File: config.mk
export PLATFORM = sky130hd
export DESIGN_NAME = rwp_programmer
export DESIGN_NICKNAME = d
export VERILOG_FILES = /design/src/logic/rwp_pkg.sv /design/src/logic/rwp_programmer.sv
export SDC_FILE = /design/constraint.sdc
export NUM_CORES = 1
export LEC_CHECK = 0
export BUFFER_PORTS_ARGS = -buffer_cell sky130_fd_sc_hd__buf_2
export CAP_MARGIN = 15
export CORE_ASPECT_RATIO = 1.5
export CORE_UTILIZATION = 53
export CTS_CLUSTER_SIZE = 14
export DETAILED_ROUTE_END_ITERATION = 12
export PLACE_DENSITY = 0.7
export RECOVER_POWER = 25
export SETUP_SLACK_MARGIN = 0.02
export SLEW_MARGIN = 20
export SYNTH_ARGS = -nofsm -noshare
export SYNTH_HDL_FRONTEND = slang
export SYNTH_SLANG_ARGS = --single-unit
File: constraint.sdc
create_clock -name clk_sys -period 18.9 [get_ports clk_sys]
set_input_delay 0 -clock clk_sys [delete_from_list [all_inputs] [get_ports clk_sys]]
set_output_delay 0 -clock clk_sys [all_outputs]
set_load 0.01 [all_outputs]
File: src/logic/rwp_pkg.sv
// Shared constants, states and carriers for the write-command programmer.
// Assumes a 50 MHz system clock and an APB register port with 12-bit byte addresses.
package rwp_pkg;
    localparam int          CLK_HZ        = 50_000_000;
    localparam int          PROG_TIME_MS  = 16;
    localparam int          PROG_CYC_DEF  = PROG_TIME_MS * (CLK_HZ / 1000);
    localparam int          PROG_CNT_W    = 24;

    // Interval limits and delays, in field clocks
    localparam logic [6:0]  ZERO_MIN      = 7'h10;
    localparam logic [6:0]  ZERO_MAX      = 7'h20;
    localparam logic [6:0]  ONE_MIN       = 7'h30;
    localparam logic [6:0]  ONE_MAX       = 7'h40;
    localparam logic [6:0]  GAP_TIMEOUT   = 7'h40;
    localparam logic [5:0]  PRE_PROG_CLKS = 6'h20;

    // Accepted frame lengths in bits, and the overlength marker LEN_OVER
    localparam logic [6:0]  LEN_STOP      = 7'h02;
    localparam logic [6:0]  LEN_WAKE      = 7'h22;
    localparam logic [6:0]  LEN_STD       = 7'h26;
    localparam logic [6:0]  LEN_PWD       = 7'h46;
    localparam logic [6:0]  LEN_OVER      = 7'h47;
    localparam int          RX_BITS       = 70;

    localparam logic [1:0]  OP_WRITE      = 2'h2;
    localparam logic [1:0]  OP_STOP       = 2'h3;
    localparam logic [2:0]  BLK_CFG       = 3'h0;
    localparam logic [2:0]  BLK_FIRST     = 3'h1;
    localparam logic [2:0]  BLK_PWD       = 3'h7;

    // Register map (byte addresses)
    localparam logic [11:0] OFF_CTRL      = 12'h000;
    localparam logic [11:0] OFF_STATUS    = 12'h004;
    localparam logic [11:0] OFF_LOCKS     = 12'h008;
    localparam logic [6:0]  OFF_BLK_BASE  = 7'h01;   // paddr[11:5]: blocks at 0x020..0x03C
    localparam int          CTRL_PWD_EN   = 0;
    localparam int          CTRL_AOR      = 1;
    localparam int          CTRL_BT_EN    = 2;
    localparam int          CTRL_ST_EN    = 3;
    localparam logic [3:0]  CTRL_RST      = 4'h0;
    localparam logic [7:0]  LOCKS_RST     = 8'h00;
    localparam logic [31:0] BLK_RST       = 32'h0000_0000;

    typedef enum logic [2:0] {
        ST_READ  = 3'b000,
        ST_WRITE = 3'b001,
        ST_PRE   = 3'b010,
        ST_PROG  = 3'b011,
        ST_STOP  = 3'b100
    } rwp_state_e;

    typedef enum logic [1:0] {
        ERR_NONE   = 2'b00,
        ERR_GAP    = 2'b01,
        ERR_FRAME  = 2'b10,
        ERR_PROG   = 2'b11
    } rwp_err_e;

    typedef struct packed {
        logic        psel;
        logic        penable;
        logic        pwrite;
        logic [11:0] paddr;
        logic [31:0] pwdata;
    } rwp_apb_req_s;

    typedef struct packed {
        logic [31:0] prdata;
        logic        pready;
        logic        pslverr;
    } rwp_apb_rsp_s;

    typedef struct packed {
        rwp_state_e                 st;
        logic [2:0]                 fclk_s;
        logic [2:0]                 gap_s;
        logic [1:0]                 vpp_s;
        logic [6:0]                 fcnt;
        logic [6:0]                 nbits;
        logic [RX_BITS-1:0]         rx;
        logic [5:0]                 pre_cnt;
        logic [PROG_CNT_W-1:0]      prog_cnt;
        logic [2:0]                 addr;
        logic                       lock_bit;
        logic [31:0]                data;
        logic [7:0][31:0]           mem;
        logic [7:0]                 locks;
        logic [3:0]                 ctrl;
        logic                       woke;
        logic [2:0]                 read_blk;
        logic                       restart;
        logic                       term_first;
        logic                       cfg_pending;
        logic [31:0]                cfg_word;
        rwp_err_e                   err;
        logic [31:0]                prdata;
    } rwp_state_s;
endpackage

File: src/logic/rwp_programmer.sv
// Write-command decoder and EEPROM programming sequencer of a 125 kHz transponder.
// Field clock, gap detector and Vpp status come from analog pins and are synchronised here;
// the read-out modulator sits outside and follows read_block, read_restart and mod_en.
//
// Behaviour
// - Opcode first; only 10 and 11 valid
// - Invalid opcode: read from block 1
// - Answer-on-request: modulate after matching password
// - Stop opcode silences until power-on reset
// - Stop with extra bits is not stop
// - Data read back in write order
// - Password compared against block 7 from bit 1
// - Password mismatch: no programming, read block 1
// - Password bits accepted when password mode off
// - 32 field clocks, check Vpp and lock
// - Vpp low anytime: read mode at once
// - Programming lasts 16 ms
// - After programming, send programmed block first
// - Terminators enabled: block terminator precedes it
// - New configuration only after that block
// - Valid lengths 38, 70, 34, 2 bits
// - Write error: skip programming, read block 1
// - Lock or Vpp fail: read addressed block
// - Interval 16-32 zero, 48-64 one
// - No gap for 64 clocks ends write
// - First gap enters write; damping held
//
// Chosen here: the APB slave port and the address map.
`timescale 1ns/1ps
module rwp_programmer
    import rwp_pkg::*;
#(
    parameter int PROG_CYC = PROG_CYC_DEF
) (
    input  wire logic         clk_sys,       // 50 MHz system clock
    input  wire logic         sys_rst,       // Asynchronous reset, active high
    input  wire logic         field_clk,     // Recovered carrier clock, asynchronous
    input  wire logic         gap_det,       // Field gap detected, asynchronous level
    input  wire logic         vpp_ok,        // Programming voltage sufficient, asynchronous
    input  wire logic         block_sent,    // Modulator finished one block, pulse
    input  wire rwp_apb_req_s apb_req,       // APB request
    output rwp_apb_rsp_s      apb_rsp,       // APB response
    output logic              force_damp,    // Load damping held on during write
    output logic              mod_en,        // Modulation allowed
    output logic [2:0]        read_block,    // Block to transmit first after restart
    output logic              read_restart,  // Restart read-out, pulse
    output logic              term_first,    // Block terminator before first block
    output logic [31:0]       cfg_active     // Configuration in force
);

    rwp_state_s r_reg;
    rwp_state_s r_next;

    logic        fedge;
    logic        gedge;
    logic        vpp;
    logic [1:0]  opcode;
    logic        pwd_match;
    logic        eval;
    logic        is_zero;
    logic        is_one;
    logic        apb_acc;
    logic        apb_blk;
    logic        apb_hit;
    logic [2:0]  apb_idx;

    // The first stage of each synchroniser feeds only its second stage
    assign fedge     = r_reg.fclk_s[1] & ~r_reg.fclk_s[2];
    assign gedge     = r_reg.gap_s[1] & ~r_reg.gap_s[2];
    assign vpp       = r_reg.vpp_s[1];
    assign opcode    = r_reg.rx[RX_BITS-1 -: 2];
    assign pwd_match = (r_reg.rx[RX_BITS-3 -: 32] == r_reg.mem[BLK_PWD]);
    // A gap on the timeout edge is a valid one, so it must not also end the frame
    assign eval      = (r_reg.st == ST_WRITE) && fedge && !gedge && (r_reg.fcnt == GAP_TIMEOUT);
    assign is_zero   = (r_reg.fcnt >= ZERO_MIN) && (r_reg.fcnt <= ZERO_MAX);
    assign is_one    = (r_reg.fcnt >= ONE_MIN) && (r_reg.fcnt <= ONE_MAX);

    assign apb_acc   = apb_req.psel & apb_req.penable;
    assign apb_blk   = (apb_req.paddr[11:5] == OFF_BLK_BASE) && (apb_req.paddr[1:0] == 2'h0);
    assign apb_idx   = apb_req.paddr[4:2];
    assign apb_hit   = apb_blk || (apb_req.paddr == OFF_CTRL) ||
                       (apb_req.paddr == OFF_STATUS) || (apb_req.paddr == OFF_LOCKS);

    always_comb begin
        r_next         = r_reg;
        r_next.restart = 1'b0;
        r_next.fclk_s  = {r_reg.fclk_s[1:0], field_clk};
        r_next.gap_s   = {r_reg.gap_s[1:0], gap_det};
        r_next.vpp_s   = {r_reg.vpp_s[0], vpp_ok};

        if (fedge && r_reg.fcnt != 7'h7F) begin
            r_next.fcnt = r_reg.fcnt + 7'h01;
        end

        // Old mode stays in force until the programmed block has gone out
        if (r_reg.cfg_pending && block_sent) begin
            r_next.cfg_word    = r_reg.mem[BLK_CFG];
            r_next.cfg_pending = 1'b0;
        end
        if (r_reg.term_first && block_sent) begin
            r_next.term_first = 1'b0;
        end

        case (r_reg.st)
            ST_READ: begin
                if (gedge) begin
                    r_next.st    = ST_WRITE;
                    r_next.fcnt  = 7'h00;
                    r_next.nbits = 7'h00;
                    r_next.rx    = '0;
                end
            end
            ST_WRITE: begin
                if (gedge) begin
                    r_next.fcnt = 7'h00;
                    if (is_zero || is_one) begin
                        if (r_reg.nbits < LEN_PWD) begin
                            r_next.rx[7'(RX_BITS-1) - r_reg.nbits] = is_one;
                            r_next.nbits = r_reg.nbits + 7'h01;
                        end else begin
                            r_next.nbits = LEN_OVER;
                        end
                    end else begin
                        r_next.st       = ST_READ;
                        r_next.read_blk = BLK_FIRST;
                        r_next.restart  = 1'b1;
                        r_next.err      = ERR_GAP;
                    end
                end else if (eval) begin
                    r_next.st       = ST_READ;
                    r_next.read_blk = BLK_FIRST;
                    r_next.restart  = 1'b1;
                    r_next.err      = ERR_FRAME;
                    if (opcode == OP_STOP && r_reg.nbits == LEN_STOP) begin
                        r_next.st      = ST_STOP;
                        r_next.restart = 1'b0;
                        r_next.err     = ERR_NONE;
                    end else if (opcode == OP_WRITE) begin
                        if (r_reg.nbits == LEN_WAKE && r_reg.ctrl[CTRL_PWD_EN] && pwd_match) begin
                            r_next.woke = 1'b1;
                            r_next.err  = ERR_NONE;
                        end else if (r_reg.nbits == LEN_STD && !r_reg.ctrl[CTRL_PWD_EN]) begin
                            r_next.st       = ST_PRE;
                            r_next.restart  = 1'b0;
                            r_next.err      = ERR_NONE;
                            r_next.lock_bit = r_reg.rx[RX_BITS-3];
                            r_next.data     = r_reg.rx[RX_BITS-4 -: 32];
                            r_next.addr     = r_reg.rx[RX_BITS-36 -: 3];
                        end else if (r_reg.nbits == LEN_PWD &&
                                     (pwd_match || !r_reg.ctrl[CTRL_PWD_EN])) begin
                            r_next.st       = ST_PRE;
                            r_next.restart  = 1'b0;
                            r_next.err      = ERR_NONE;
                            r_next.lock_bit = r_reg.rx[RX_BITS-35];
                            r_next.data     = r_reg.rx[RX_BITS-36 -: 32];
                            r_next.addr     = r_reg.rx[2:0];
                        end
                        // Any other length or a mismatch falls back to block 1
                    end
                    r_next.pre_cnt  = 6'h00;
                    r_next.prog_cnt = '0;
                end
            end
            ST_PRE: begin
                if (!vpp || r_reg.locks[r_reg.addr]) begin
                    r_next.st       = ST_READ;
                    r_next.read_blk = r_reg.addr;
                    r_next.restart  = 1'b1;
                    r_next.err      = ERR_PROG;
                end else if (fedge) begin
                    if (r_reg.pre_cnt == PRE_PROG_CLKS - 6'h01) begin
                        r_next.st = ST_PROG;
                    end
                    r_next.pre_cnt = r_reg.pre_cnt + 6'h01;
                end
            end
            ST_PROG: begin
                if (!vpp) begin
                    r_next.st       = ST_READ;
                    r_next.read_blk = r_reg.addr;
                    r_next.restart  = 1'b1;
                    r_next.err      = ERR_PROG;
                end else if (r_reg.prog_cnt == PROG_CNT_W'(PROG_CYC - 1)) begin
                    r_next.st                  = ST_READ;
                    r_next.mem[r_reg.addr]     = r_reg.data;
                    r_next.locks[r_reg.addr]   = r_reg.lock_bit;
                    r_next.read_blk            = r_reg.addr;
                    r_next.restart             = 1'b1;
                    r_next.term_first          = r_reg.ctrl[CTRL_BT_EN] |
                                                 r_reg.ctrl[CTRL_ST_EN];
                    // A mode change still waiting for its block must not be lost
                    r_next.cfg_pending         = r_next.cfg_pending |
                                                 (r_reg.addr == BLK_CFG);
                end else begin
                    r_next.prog_cnt = r_reg.prog_cnt + PROG_CNT_W'(1);
                end
            end
            ST_STOP: begin
                r_next.st = ST_STOP;
            end
            default: begin
                r_next.st = ST_READ;
            end
        endcase

        // Register port; the sequencer's own updates above take priority on a block
        if (apb_req.psel && !apb_req.penable) begin
            r_next.prdata = 32'h0000_0000;
            if (apb_blk) begin
                r_next.prdata = r_reg.mem[apb_idx];
            end else if (apb_req.paddr == OFF_CTRL) begin
                r_next.prdata = {28'h000_0000, r_reg.ctrl};
            end else if (apb_req.paddr == OFF_STATUS) begin
                r_next.prdata = {17'h0_0000, r_reg.nbits, 1'b0, r_reg.err,
                                 r_reg.cfg_pending, r_reg.woke, r_reg.st};
            end else if (apb_req.paddr == OFF_LOCKS) begin
                r_next.prdata = {24'h00_0000, r_reg.locks};
            end
        end
        if (apb_acc && apb_req.pwrite) begin
            if (apb_req.paddr == OFF_CTRL) begin
                r_next.ctrl = apb_req.pwdata[3:0];
            end else if (apb_req.paddr == OFF_LOCKS) begin
                r_next.locks = apb_req.pwdata[7:0];
            end else if (apb_blk && !(r_reg.st == ST_PROG && r_reg.addr == apb_idx)) begin
                r_next.mem[apb_idx] = apb_req.pwdata;
            end
        end
    end

    always_ff @(posedge clk_sys or posedge sys_rst) begin
        if (sys_rst) begin
            r_reg          <= '0;
            r_reg.st       <= ST_READ;
            r_reg.err      <= ERR_NONE;
            r_reg.ctrl     <= CTRL_RST;
            r_reg.locks    <= LOCKS_RST;
            r_reg.mem      <= {8{BLK_RST}};
            r_reg.cfg_word <= BLK_RST;
            r_reg.read_blk <= BLK_FIRST;
        end else begin
            r_reg <= r_next;
        end
    end

    assign apb_rsp.prdata  = r_reg.prdata;
    assign apb_rsp.pready  = 1'b1;
    assign apb_rsp.pslverr = apb_acc & ~apb_hit;

    assign force_damp   = (r_reg.st == ST_WRITE);
    assign mod_en       = (r_reg.st != ST_STOP) &&
                          (!r_reg.ctrl[CTRL_AOR] || r_reg.woke);
    assign read_block   = r_reg.read_blk;
    assign read_restart = r_reg.restart;
    assign term_first   = r_reg.term_first;
    assign cfg_active   = r_reg.cfg_word;
endmodule // rwp_programmer

# Yosys cells after proc, flatten, opt, wreduce, memory -nomap -nowiden
# Cells that the tools add are included.
[word_totals]
regBits = 502
inputBits = 53
output_inout_bits = 73
[classes]
add_sub_neg = 5
n_lt_le_gt_ge = 11
eq_ne = 37
n_mux = 91
bitwise_logic = 12
reduce_logical = 54
[ops]
columns = ["cell", "count"]
rows = [
  ["$mux 264", 4],
  ["$bwmux 256", 2],
  ["$mux 256", 2],
  ["$mux 268", 1],
  ["$demux 32 s3", 2],
  ["$mux 36", 5],
  ["$mux 84", 2],
  ["$pmux 84 s2", 1],
  ["$mux 66", 2],
  ["$mux 32", 4],
  ["$bmux 32 s3", 1],
  ["$mux 77", 1],
  ["$bwmux 70", 1],
  ["$mux 70", 1],
  ["$mux 24", 2],
  ["$pmux 24 s2", 1],
  ["$mux 3", 13],
  ["$mux 33", 1],
  ["$eq 32x32->1", 1],
  ["$mux 15", 2],
  ["$mux 2", 13],
  ["$reduce_and 5->1", 5],
  ["$add 24x1->24 const B", 1],
  ["$eq 24x20->1 const B", 1],
  ["57 further kinds", 141],
]

# Longest topological paths before layout
# Gate-level depths: netlist (run 1).
[logic_depth]
ltp_word = 13
ltp_mapped = 10
mapped_depth_nobuf = 8

# Worst setup path after synthesis (run 1)
# Ideal clock, no wire load.
[synth_path]
kind = "flip-flop to flip-flop"
start = "register r_reg[391] (netlist bit)"
end = "register r_reg[119] (netlist bit)"
arrival_time_ns = 2.900
t_required_ns = 18.763
slack_ns = 15.863
path_stages_with_launch = 9
n_path_buf = 2
path_cell_list = "dfrtp_1 > or4_1 > or4_4 > or4_1 > buf_2 > nor4_4 > buf_6 > mux2i_1 > a21oi_1"
[synth_lines]
columns = ["item", "line_no", "rtl"]
rows = [
  ["start, declared", "rwp_programmer.sv:51", "rwp_state_s r_reg;"],
  ["start signal, assigned", "rwp_programmer.sv:242", "r_reg <= r_next;"],
]

==> impl_results.md, run 1 <==
- Hold Crit Endpoint: r_next[497]$_DFF_PP0_
- IO Count: 126
- Largest net degree at the start of global routing: 137
- CTS tree: built
- Die height: 277 um
- DR pass1 iterations: 7
- Largest family of logic cells by synthesized area: simple AND/OR/NAND/NOR gates
- Post_cts resized: 0
- Fmax: 131 MHz
- Total track usage: 32.6%
- Drc violations: 0
- Non-filler instance count after layout: 3390
- RSZ-0062 raised after global routing: false
- Logic pwr share: 6.1%
- Post-Synth XOR/XNOR Area: 2.13%
- FF+latch count, synth: 502
- Failing checks: capacitance limit, slew limit
- Net Switching: 0.000560 W
- EDFF count, synth: 0
- Actual slew at the worst max-slew pin: 6320 ps
- # rows: 100
- Worst setup SP type: primary input
- Total gr overflow: 0
- M3 GR Usage: 5.30%
- Met1 Usage GRT: 40.3%
- Class of the most critical setup path: in -> async
- Initial core utilization: 53.8%
- Skew final: 25.6 ps
- Share of layout cells above drive strength 1: 13.9%
- Tcrit/Tclk final: 40.4%
- Ranking of synthesized cells by area: dfrtp_1, nand3_1, mux2i_1
- Dpl hpwl: 52100 um
- Complex-gate fraction of the synthesized area: 9.86%
- GRT busiest layer: met2
- Drt via density: 6.47
- Iter 0 DRT Violations: 2172
- Final nets: 2745
- Async SR Flop Fraction: 100%
- Max clock buf depth: 3
- Setup violations, final: 0
- PD cells: 78.8 nW/um2
- Data arrival, critical path: 7410 ps
- Post-synthesis adder-cell area fraction: 0.280%
- Final min period: 7640 ps
- Relative slew margins: -324%
- Total number of H-tree levels: 2
- Inst Count DP: 3258
- Count leader, synth: dfrtp_1
- N_diodes: 0
- Leakage: 12.2 nW
- Setup repair bufs after CTS: 0
- Routed vias: 21900
- R2R Setup Slk: 15120 ps
- Crit. End Element: async pin
- Top cell type's share of synthesized area: 46.8%
- Die X: 186 um
- Simple-gate share of the synthesized area: 18.8%
- Worst-Skew Late Latency: 640 ps
- Syn Area/Cell: 9.69 um2
- Sequential share of power: 48.1%
- Sequential share of the synthesized area: 46.9%
- Final wirelength: 82900 um
- Synth area leader: dfrtp_1
- CP max FO: 136
- Setup TNS: 0 ps
- Synth Warn #: 0
- Worst Hold Path Cells: 2
- R2r startpoint: r_reg[395]$_DFFE_PP0P_
- Hold wc startpoint: field_clk
- Global-route wire length before repair: 128000 um
- Clock share of power: 45.7%
- Worst EP required: 18670 ps
- Final ANT Viol Nets: 0
- Post-synth top flop: dfrtp_1
- Top cells by count, synth: dfrtp_1, nand3_1, nor2_1, nand2_1, clkbuf_1
- Post-Syn Instances: 2763
- Per-cell routed wire length: 24.5 um
- Clock Sinks: 502
- Synthesized area: 26800 um2
- Clock-pin transition on the worst setup and hold timing paths: 60 ps
- Initial antenna violation count: 0
- Vias in the first global route: 21800
- R2r endpoint: r_reg[251]$_DFF_PP0_
- Number of flip-flops in the largest register: 426
- Synth-to-Final Area Change: 7.96%
- Met2 Usage GRT: 53.7%
- Final hold vios: 0
- Final slew viol count: 267
- Max-Cap Viols: 4
- Die area: 51500 um2
- Fill count: 4333
- Worst Hold Class: in -> reg
- Int Power: 0.00172 W
- Status: finished with violations
- Syn_nets: 2822
- Post-synthesis mux area share: 15.2%
- Worst reg-to-reg path cell count: 7
- Worst vdd ir: 0.0000774 V
- Port Buf Inserts: 124
- Unique masters post-synth: 66
- Number of CTS-inserted buffers: 51
- Sw Share: 24.6%
- GPL Wtd Cong: 0.928
- CORE AREA: 49800 um2
- CTS root buffer: clkbuf_16
-- layer usage --
metal | part of all wire (%) | vias to the layer above
li1 | - | 9592
met1 | 37 | 10900
met2 | 49 | 1134
met3 | 7.5 | 293
met4 | 6.2 | 0
met5 | 0 | -
-- per-stage QoR --
stage	area [um2]	utilization (%)	hold slack (ps)	worst slack (ps)	total power, W
4_1_cts	29000	58.3	5.73	15100	0.00229
5_1_grt	28900	58.1	29.1	9740	0.00234
3_5_place_dp	26900	54.1	109	15110	0.00125
6_report	28900	58.1	38.0	11260	0.00228
3_3_place_gp	26900	54.1	110	15250	0.00125
2_1_floorplan	26800	-	31.4	4890	0.00120
-- cell usage in the layout (no fill, tap or decap), types with 6 or more instances in the layout --
cell type	n
buf_2	52
nand2_1	214
nand3_1	493
nand3b_1	7
a31oi_1	8
clkbuf_1	89
and3_1	9
nor4_1	7
clkbuf_16	51
or4_2	7
nor4_2	7
o2bb2ai_1	38
ha_1	6
dfrtp_1	501
nor2_1	221
nor2b_1	18
inv_1	21
a22oi_1	8
buf_4	40
dlygate4sd3_1	38
o211ai_1	31
xor2_1	28
mux4_2	64
a21oi_1	157
mux2_2	106
o21ai_0	166
nor3_1	18
mux2i_1	144
clkbuf_8	17
xnor2_1	37
nand4_1	20
-- worst max-delay path: stages --
cell           delay (ps)
dlygate4sd3_1         530
buf_2                 120
clkinvlp_2           3480
clkbuf_1             3090
-- kinds of logic after synthesis --
logic type,Yosys count
simple gates,1068
buf+inv,357
flops,502
mux,314
fa+ha+maj,6
xor+xnor,65
compound gates,450
other cells,1
-- power by group through the flow --
stage	Clock [W]	Sequential, W	Combinational, W
floorplan	0	0.00111	0.0000943
global placement	0	0.00111	0.000132
detailed placement	0	0.00112	0.000133
CTS	0.00105	0.00110	0.000140
global route	0.00109	0.00110	0.000152
finish	0.00104	0.00110	0.000140
-- area by class of cell --
cell class	count	area (um2)	share of cell area, %
Inverter	24	91.3	0.316
Tap cell	663	830	2.87
Sequential cell	502	12600	43.4
Multi-Input combinational cell	1904	12500	43.3
Clock buffer	84	1570	5.43
Timing Repair Buffer	203	1210	4.20
Clock inverter	10	140	0.485
-- worst max-delay path by stage --
stage | startpoint | slack, ps | depth (start not counted) | endpoint
after detailed placement | r_reg[395]$_DFFE_PP0P_ | 15110 | 7 | r_reg[282]$_DFF_PP0_
after floorplan | sys_rst | 4890 | 1 | apb_rsp[10]$_DFFE_PP0P_
after global placement | r_reg[391]$_DFFE_PP0P_ | 15250 | 7 | r_reg[104]$_DFF_PP0_
after CTS | r_reg[395]$_DFFE_PP0P_ | 15100 | 7 | r_reg[282]$_DFF_PP0_
final | sys_rst | 11260 | 4 | apb_rsp[20]$_DFFE_PP0P_
after global routing | sys_rst | 9740 | 4 | cfg_active[19]$_DFFE_PP0P_
-- timing repair --
action                     4_1_cts  5_1_grt
hold buffers                    38        0
setup endpoints to repair        0        0
hold endpoints to repair       412        0
(Power assumes the default switching activity.)
==> inputs of run 2 (changes only) <==
--- a/config.mk
+++ b/config.mk
@@ -5,6 +5,7 @@
 export SDC_FILE = /design/constraint.sdc
 export NUM_CORES = 1
 export LEC_CHECK = 0
+export ABC_AREA = 1
 export BUFFER_PORTS_ARGS = -buffer_cell sky130_fd_sc_hd__buf_2
 export CAP_MARGIN = 15
 export CORE_ASPECT_RATIO = 1.5
==> constraint.sdc (replaced) <==
create_clock -name clk_sys -period 7.2 [get_ports clk_sys]
set_input_delay 0 -clock clk_sys [delete_from_list [all_inputs] [get_ports clk_sys]]
set_output_delay 0 -clock clk_sys [all_outputs]
set_load 0.01 [all_outputs]
==> run 2 against run 1 <==
Cell count is 31% higher. Via count is 22% higher. Clock skew up 13 ps. Clock power rose to 2.6 times the previous value. Sequential share of layout area decreased by 2.8 points. Global-route usage up 2.1 points. The flow still finishes with violations (capacitance limit, slew limit).
==> impl_results.md, run 2 <==
- WHS: 11.7 ps (was 38.0 ps)
- Worst EP required: 7710 ps (was 18670 ps)
- Die height: 286 um (was 277 um)
- Clock Sinks: 502 (unchanged)
- CTS root buffer: clkbuf_16 (unchanged)
- Final hold vios: 0 (unchanged)
- Final min period: 3770 ps
- Vias in the first global route: 25400 (was 21800)
- Class of the most critical setup path: reg -> reg (was in -> async)
- Relative slew margins: -73.2% (was -324%)
- Worst Hold Class: in -> reg (unchanged)
- Setup violations, final: 0 (unchanged)
- Die area: 54700 um2 (was 51500 um2)
- CP max FO: 29 (was 136)
- Share of layout cells above drive strength 1: 7.81% (was 13.9%)
- Final ANT Viol Nets: 0 (unchanged)
- Final wirelength: 94800 um (was 82900 um)
- Synth area leader: dfrtp_1 (unchanged)
- Top cells by count, synth: nand2_1, dfrtp_1, inv_1, o21ai_0, nand3_1 (was dfrtp_1, nand3_1, nor2_1, nand2_1, clkbuf_1)
- Unique masters post-synth: 51 (was 66)
- Initial antenna violation count: 0 (unchanged)
- Number of flip-flops in the largest register: 426 (unchanged)
- PD cells: 197 nW/um2 (was 78.8 nW/um2)
- Synthesized area: 28500 um2 (was 26800 um2)
- Largest net degree at the start of global routing: 174 (was 137)
- IO Count: 126 (unchanged)
- CTS tree: built (unchanged)
- Drc violations: 0 (unchanged)
- Routed vias: 26900 (was 21900)
- Global-route wire length before repair: 147000 um (was 128000 um)
- Post-Syn Instances: 3755 (was 2763)
- # rows: 103 (was 100)
- Final nets: 3782 (was 2745)
- Drt via density: 6.04 (was 6.47)
- Tcrit/Tclk final: 52.4%
- FF+latch count, synth: 502 (unchanged)
- Skew final: 38.5 ps (was 25.6 ps)
- Failing checks: capacitance limit, slew limit (unchanged)
- Die X: 191 um (was 186 um)
- Count leader, synth: nand2_1 (was dfrtp_1)
- Max-Cap Viols: 3 (was 4)
- Most frequent cells in the layout: nand2_1, dfrtp_1, inv_1, o21ai_0, nand3_1 (was dfrtp_1, nand3_1, nor2_1, nand2_1, o21ai_0)
- Worst-Skew Late Latency: 630 ps (was 640 ps)
- Synth-to-Final Area Change: 8.56% (was 7.96%)
- GPL Wtd Cong: 0.913 (was 0.928)
- Initial core utilization: 53.9% (was 53.8%)
- Data arrival, critical path: 4280 ps (was 7410 ps)
- Total gr overflow: 0 (unchanged)
- Port Buf Inserts: 124 (unchanged)
- Worst setup SP type: flip-flop (was primary input)
- Fmax: 265 MHz
- Async SR Flop Fraction: 100% (unchanged)
- Hold Crit Endpoint: apb_rsp[9]$_DFFE_PP0P_ (was r_next[497]$_DFF_PP0_)
- Worst reg-to-reg path cell count: 11 (was 7)
- Inst Count DP: 4312 (was 3258)
- Setup repair bufs after CTS: 0 (unchanged)
- Hold wc startpoint: apb_req[35] (was field_clk)
- Leakage: 14.2 nW (was 12.2 nW)
- Worst vdd ir: 0.000203 V (was 0.0000774 V)
- Per-cell routed wire length: 21.3 um (was 24.5 um)
- Sequential share of the synthesized area: 44.1% (was 46.9%)
- Clock-pin transition on the worst setup and hold timing paths: 70 ps (was 60 ps)
- Total track usage: 34.7% (was 32.6%)
- Max clock buf depth: 3 (unchanged)
- Actual slew at the worst max-slew pin: 2600 ps (was 6320 ps)
- Status: finished with violations (unchanged)
- Total number of H-tree levels: 2 (unchanged)
- R2r startpoint: r_reg[501]$_DFFE_PP0P_ (was r_reg[395]$_DFFE_PP0P_)
- R2r endpoint: r_reg[321]$_DFF_PP0_ (was r_reg[251]$_DFF_PP0_)
- Commonest non-fill, non-tap cell in the layout: nand2_1 (was dfrtp_1)
- Crit. End Element: flip-flop (was async pin)
- Top cell type's share of synthesized area: 44.0% (was 46.8%)
- Syn Area/Cell: 7.58 um2 (was 9.69 um2)
- CORE AREA: 52800 um2 (was 49800 um2)
- EDFF count, synth: 0 (unchanged)
- Setup TNS: 0 ps (unchanged)
- N_diodes: 0 (unchanged)
- Worst Hold Path Cells: 6 (was 2)
- Syn_nets: 3814 (was 2822)
- Ranking of synthesized cells by area: dfrtp_1, nand2_1, o21ai_0 (was dfrtp_1, nand3_1, mux2i_1)
- Iter 0 DRT Violations: 3245 (was 2172)
- R2R Setup Slk: 3430 ps (was 15120 ps)
- Synth Warn #: 0 (unchanged)
- RSZ-0062 raised after global routing: false (unchanged)
- Non-filler instance count after layout: 4444 (was 3390)
- Final slew viol count: 145 (was 267)
- Dpl hpwl: 60500 um (was 52100 um)
- Post-synth top flop: dfrtp_1 (unchanged)
- Number of CTS-inserted buffers: 49 (was 51)
- DR pass1 iterations: 6 (was 7)
## run 2: cell families after synthesis
| kind of cell | count (synthesis) | share of synthesized area, % |
|---|---|---|
| flops | 502 | 44.1 |
| other cells | 1 | 0.0132 |
| fa+ha+maj | 6 | 0.264 |
| xor+xnor | 45 | 1.38 |
| buf+inv | 793 | 11.9 |
| compound gates | 906 | 19.4 |
| simple gates | 1502 | 22.9 |
## run 2: critical path: stages (launching register included)
cell and delay, ps:
dfrtp_1 420, nor2_1 140, inv_2 70, nor2_4 280, inv_2 240, nor2_4 730
buf_4 510, nand3_2 210, inv_1 370, buf_4 410, o211ai_1 110, o21ai_0 130
## run 2: report_power, final
part / internal, W / switching [W] / leakage (nW)
logic: 0.000118 / 0.000383 / 7.17
registers: 0.00284 / 0.0000286 / 6.21
clock network: 0.00153 / 0.00118 / 0.827
total: 0.00449 / 0.00159 / 14.2
## run 2: metrics by stage
stage	setup slack [ps]	total power (W)	utilization, %	area (um2)
after floorplan	388	0.00324	-	28500
after global placement	3570	0.00340	54.7	28900
after detailed placement	3580	0.00340	54.7	28900
after CTS	3530	0.00610	58.7	31000
after global routing	3100	0.00626	58.5	30900
final	3430	0.00608	58.5	30900
## run 2: metal layers
metal / GRT usage, % / vias up / wire [um] / share of wire [%]
met4: 19.7 / 0 / 5570 / 5.9
met2: 56.7 / 1444 / 45100 / 48
met5: 0 / - / 0 / 0
met1: 43.6 / 12700 / 36500 / 38
met3: 5.56 / 352 / 7720 / 8.1
li1: - / 12300 / - / -
## run 2: worst max-delay path by stage
stage | from | endpoint | slack [ps] | cells after the start
finish | r_reg[501]$_DFFE_PP0P_ | r_reg[321]$_DFF_PP0_ | 3430 | 11
global route | sys_rst | r_reg[463]$_DFFE_PP0P_ | 3100 | 4
CTS | r_reg[501]$_DFFE_PP0P_ | r_reg[77]$_DFF_PP0_ | 3530 | 8
detailed placement | r_reg[501]$_DFFE_PP0P_ | r_reg[333]$_DFF_PP0_ | 3580 | 11
global placement | r_reg[501]$_DFFE_PP0P_ | r_reg[77]$_DFF_PP0_ | 3570 | 8
floorplan | sys_rst | apb_rsp[10]$_DFFE_PP0P_ | 390 | 1
## run 2: final cells by class
| cell class | instances | area [um2] |
|---|---|---|
| Timing Repair Buffer | 223 | 1400 |
| Clock buffer | 72 | 1470 |
| Sequential cell | 502 | 12600 |
| Inverter | 487 | 1830 |
| Fill cell | 4880 | 21900 |
| Multi-Input combinational cell | 2460 | 12600 |
| Clock inverter | 18 | 196 |
| Tap cell | 682 | 853 |
## run 2: repair_timing
action	in CTS	in global routing
endpoints found under the hold margin	314	0
resized for setup	0	0
hold buffers	42	0
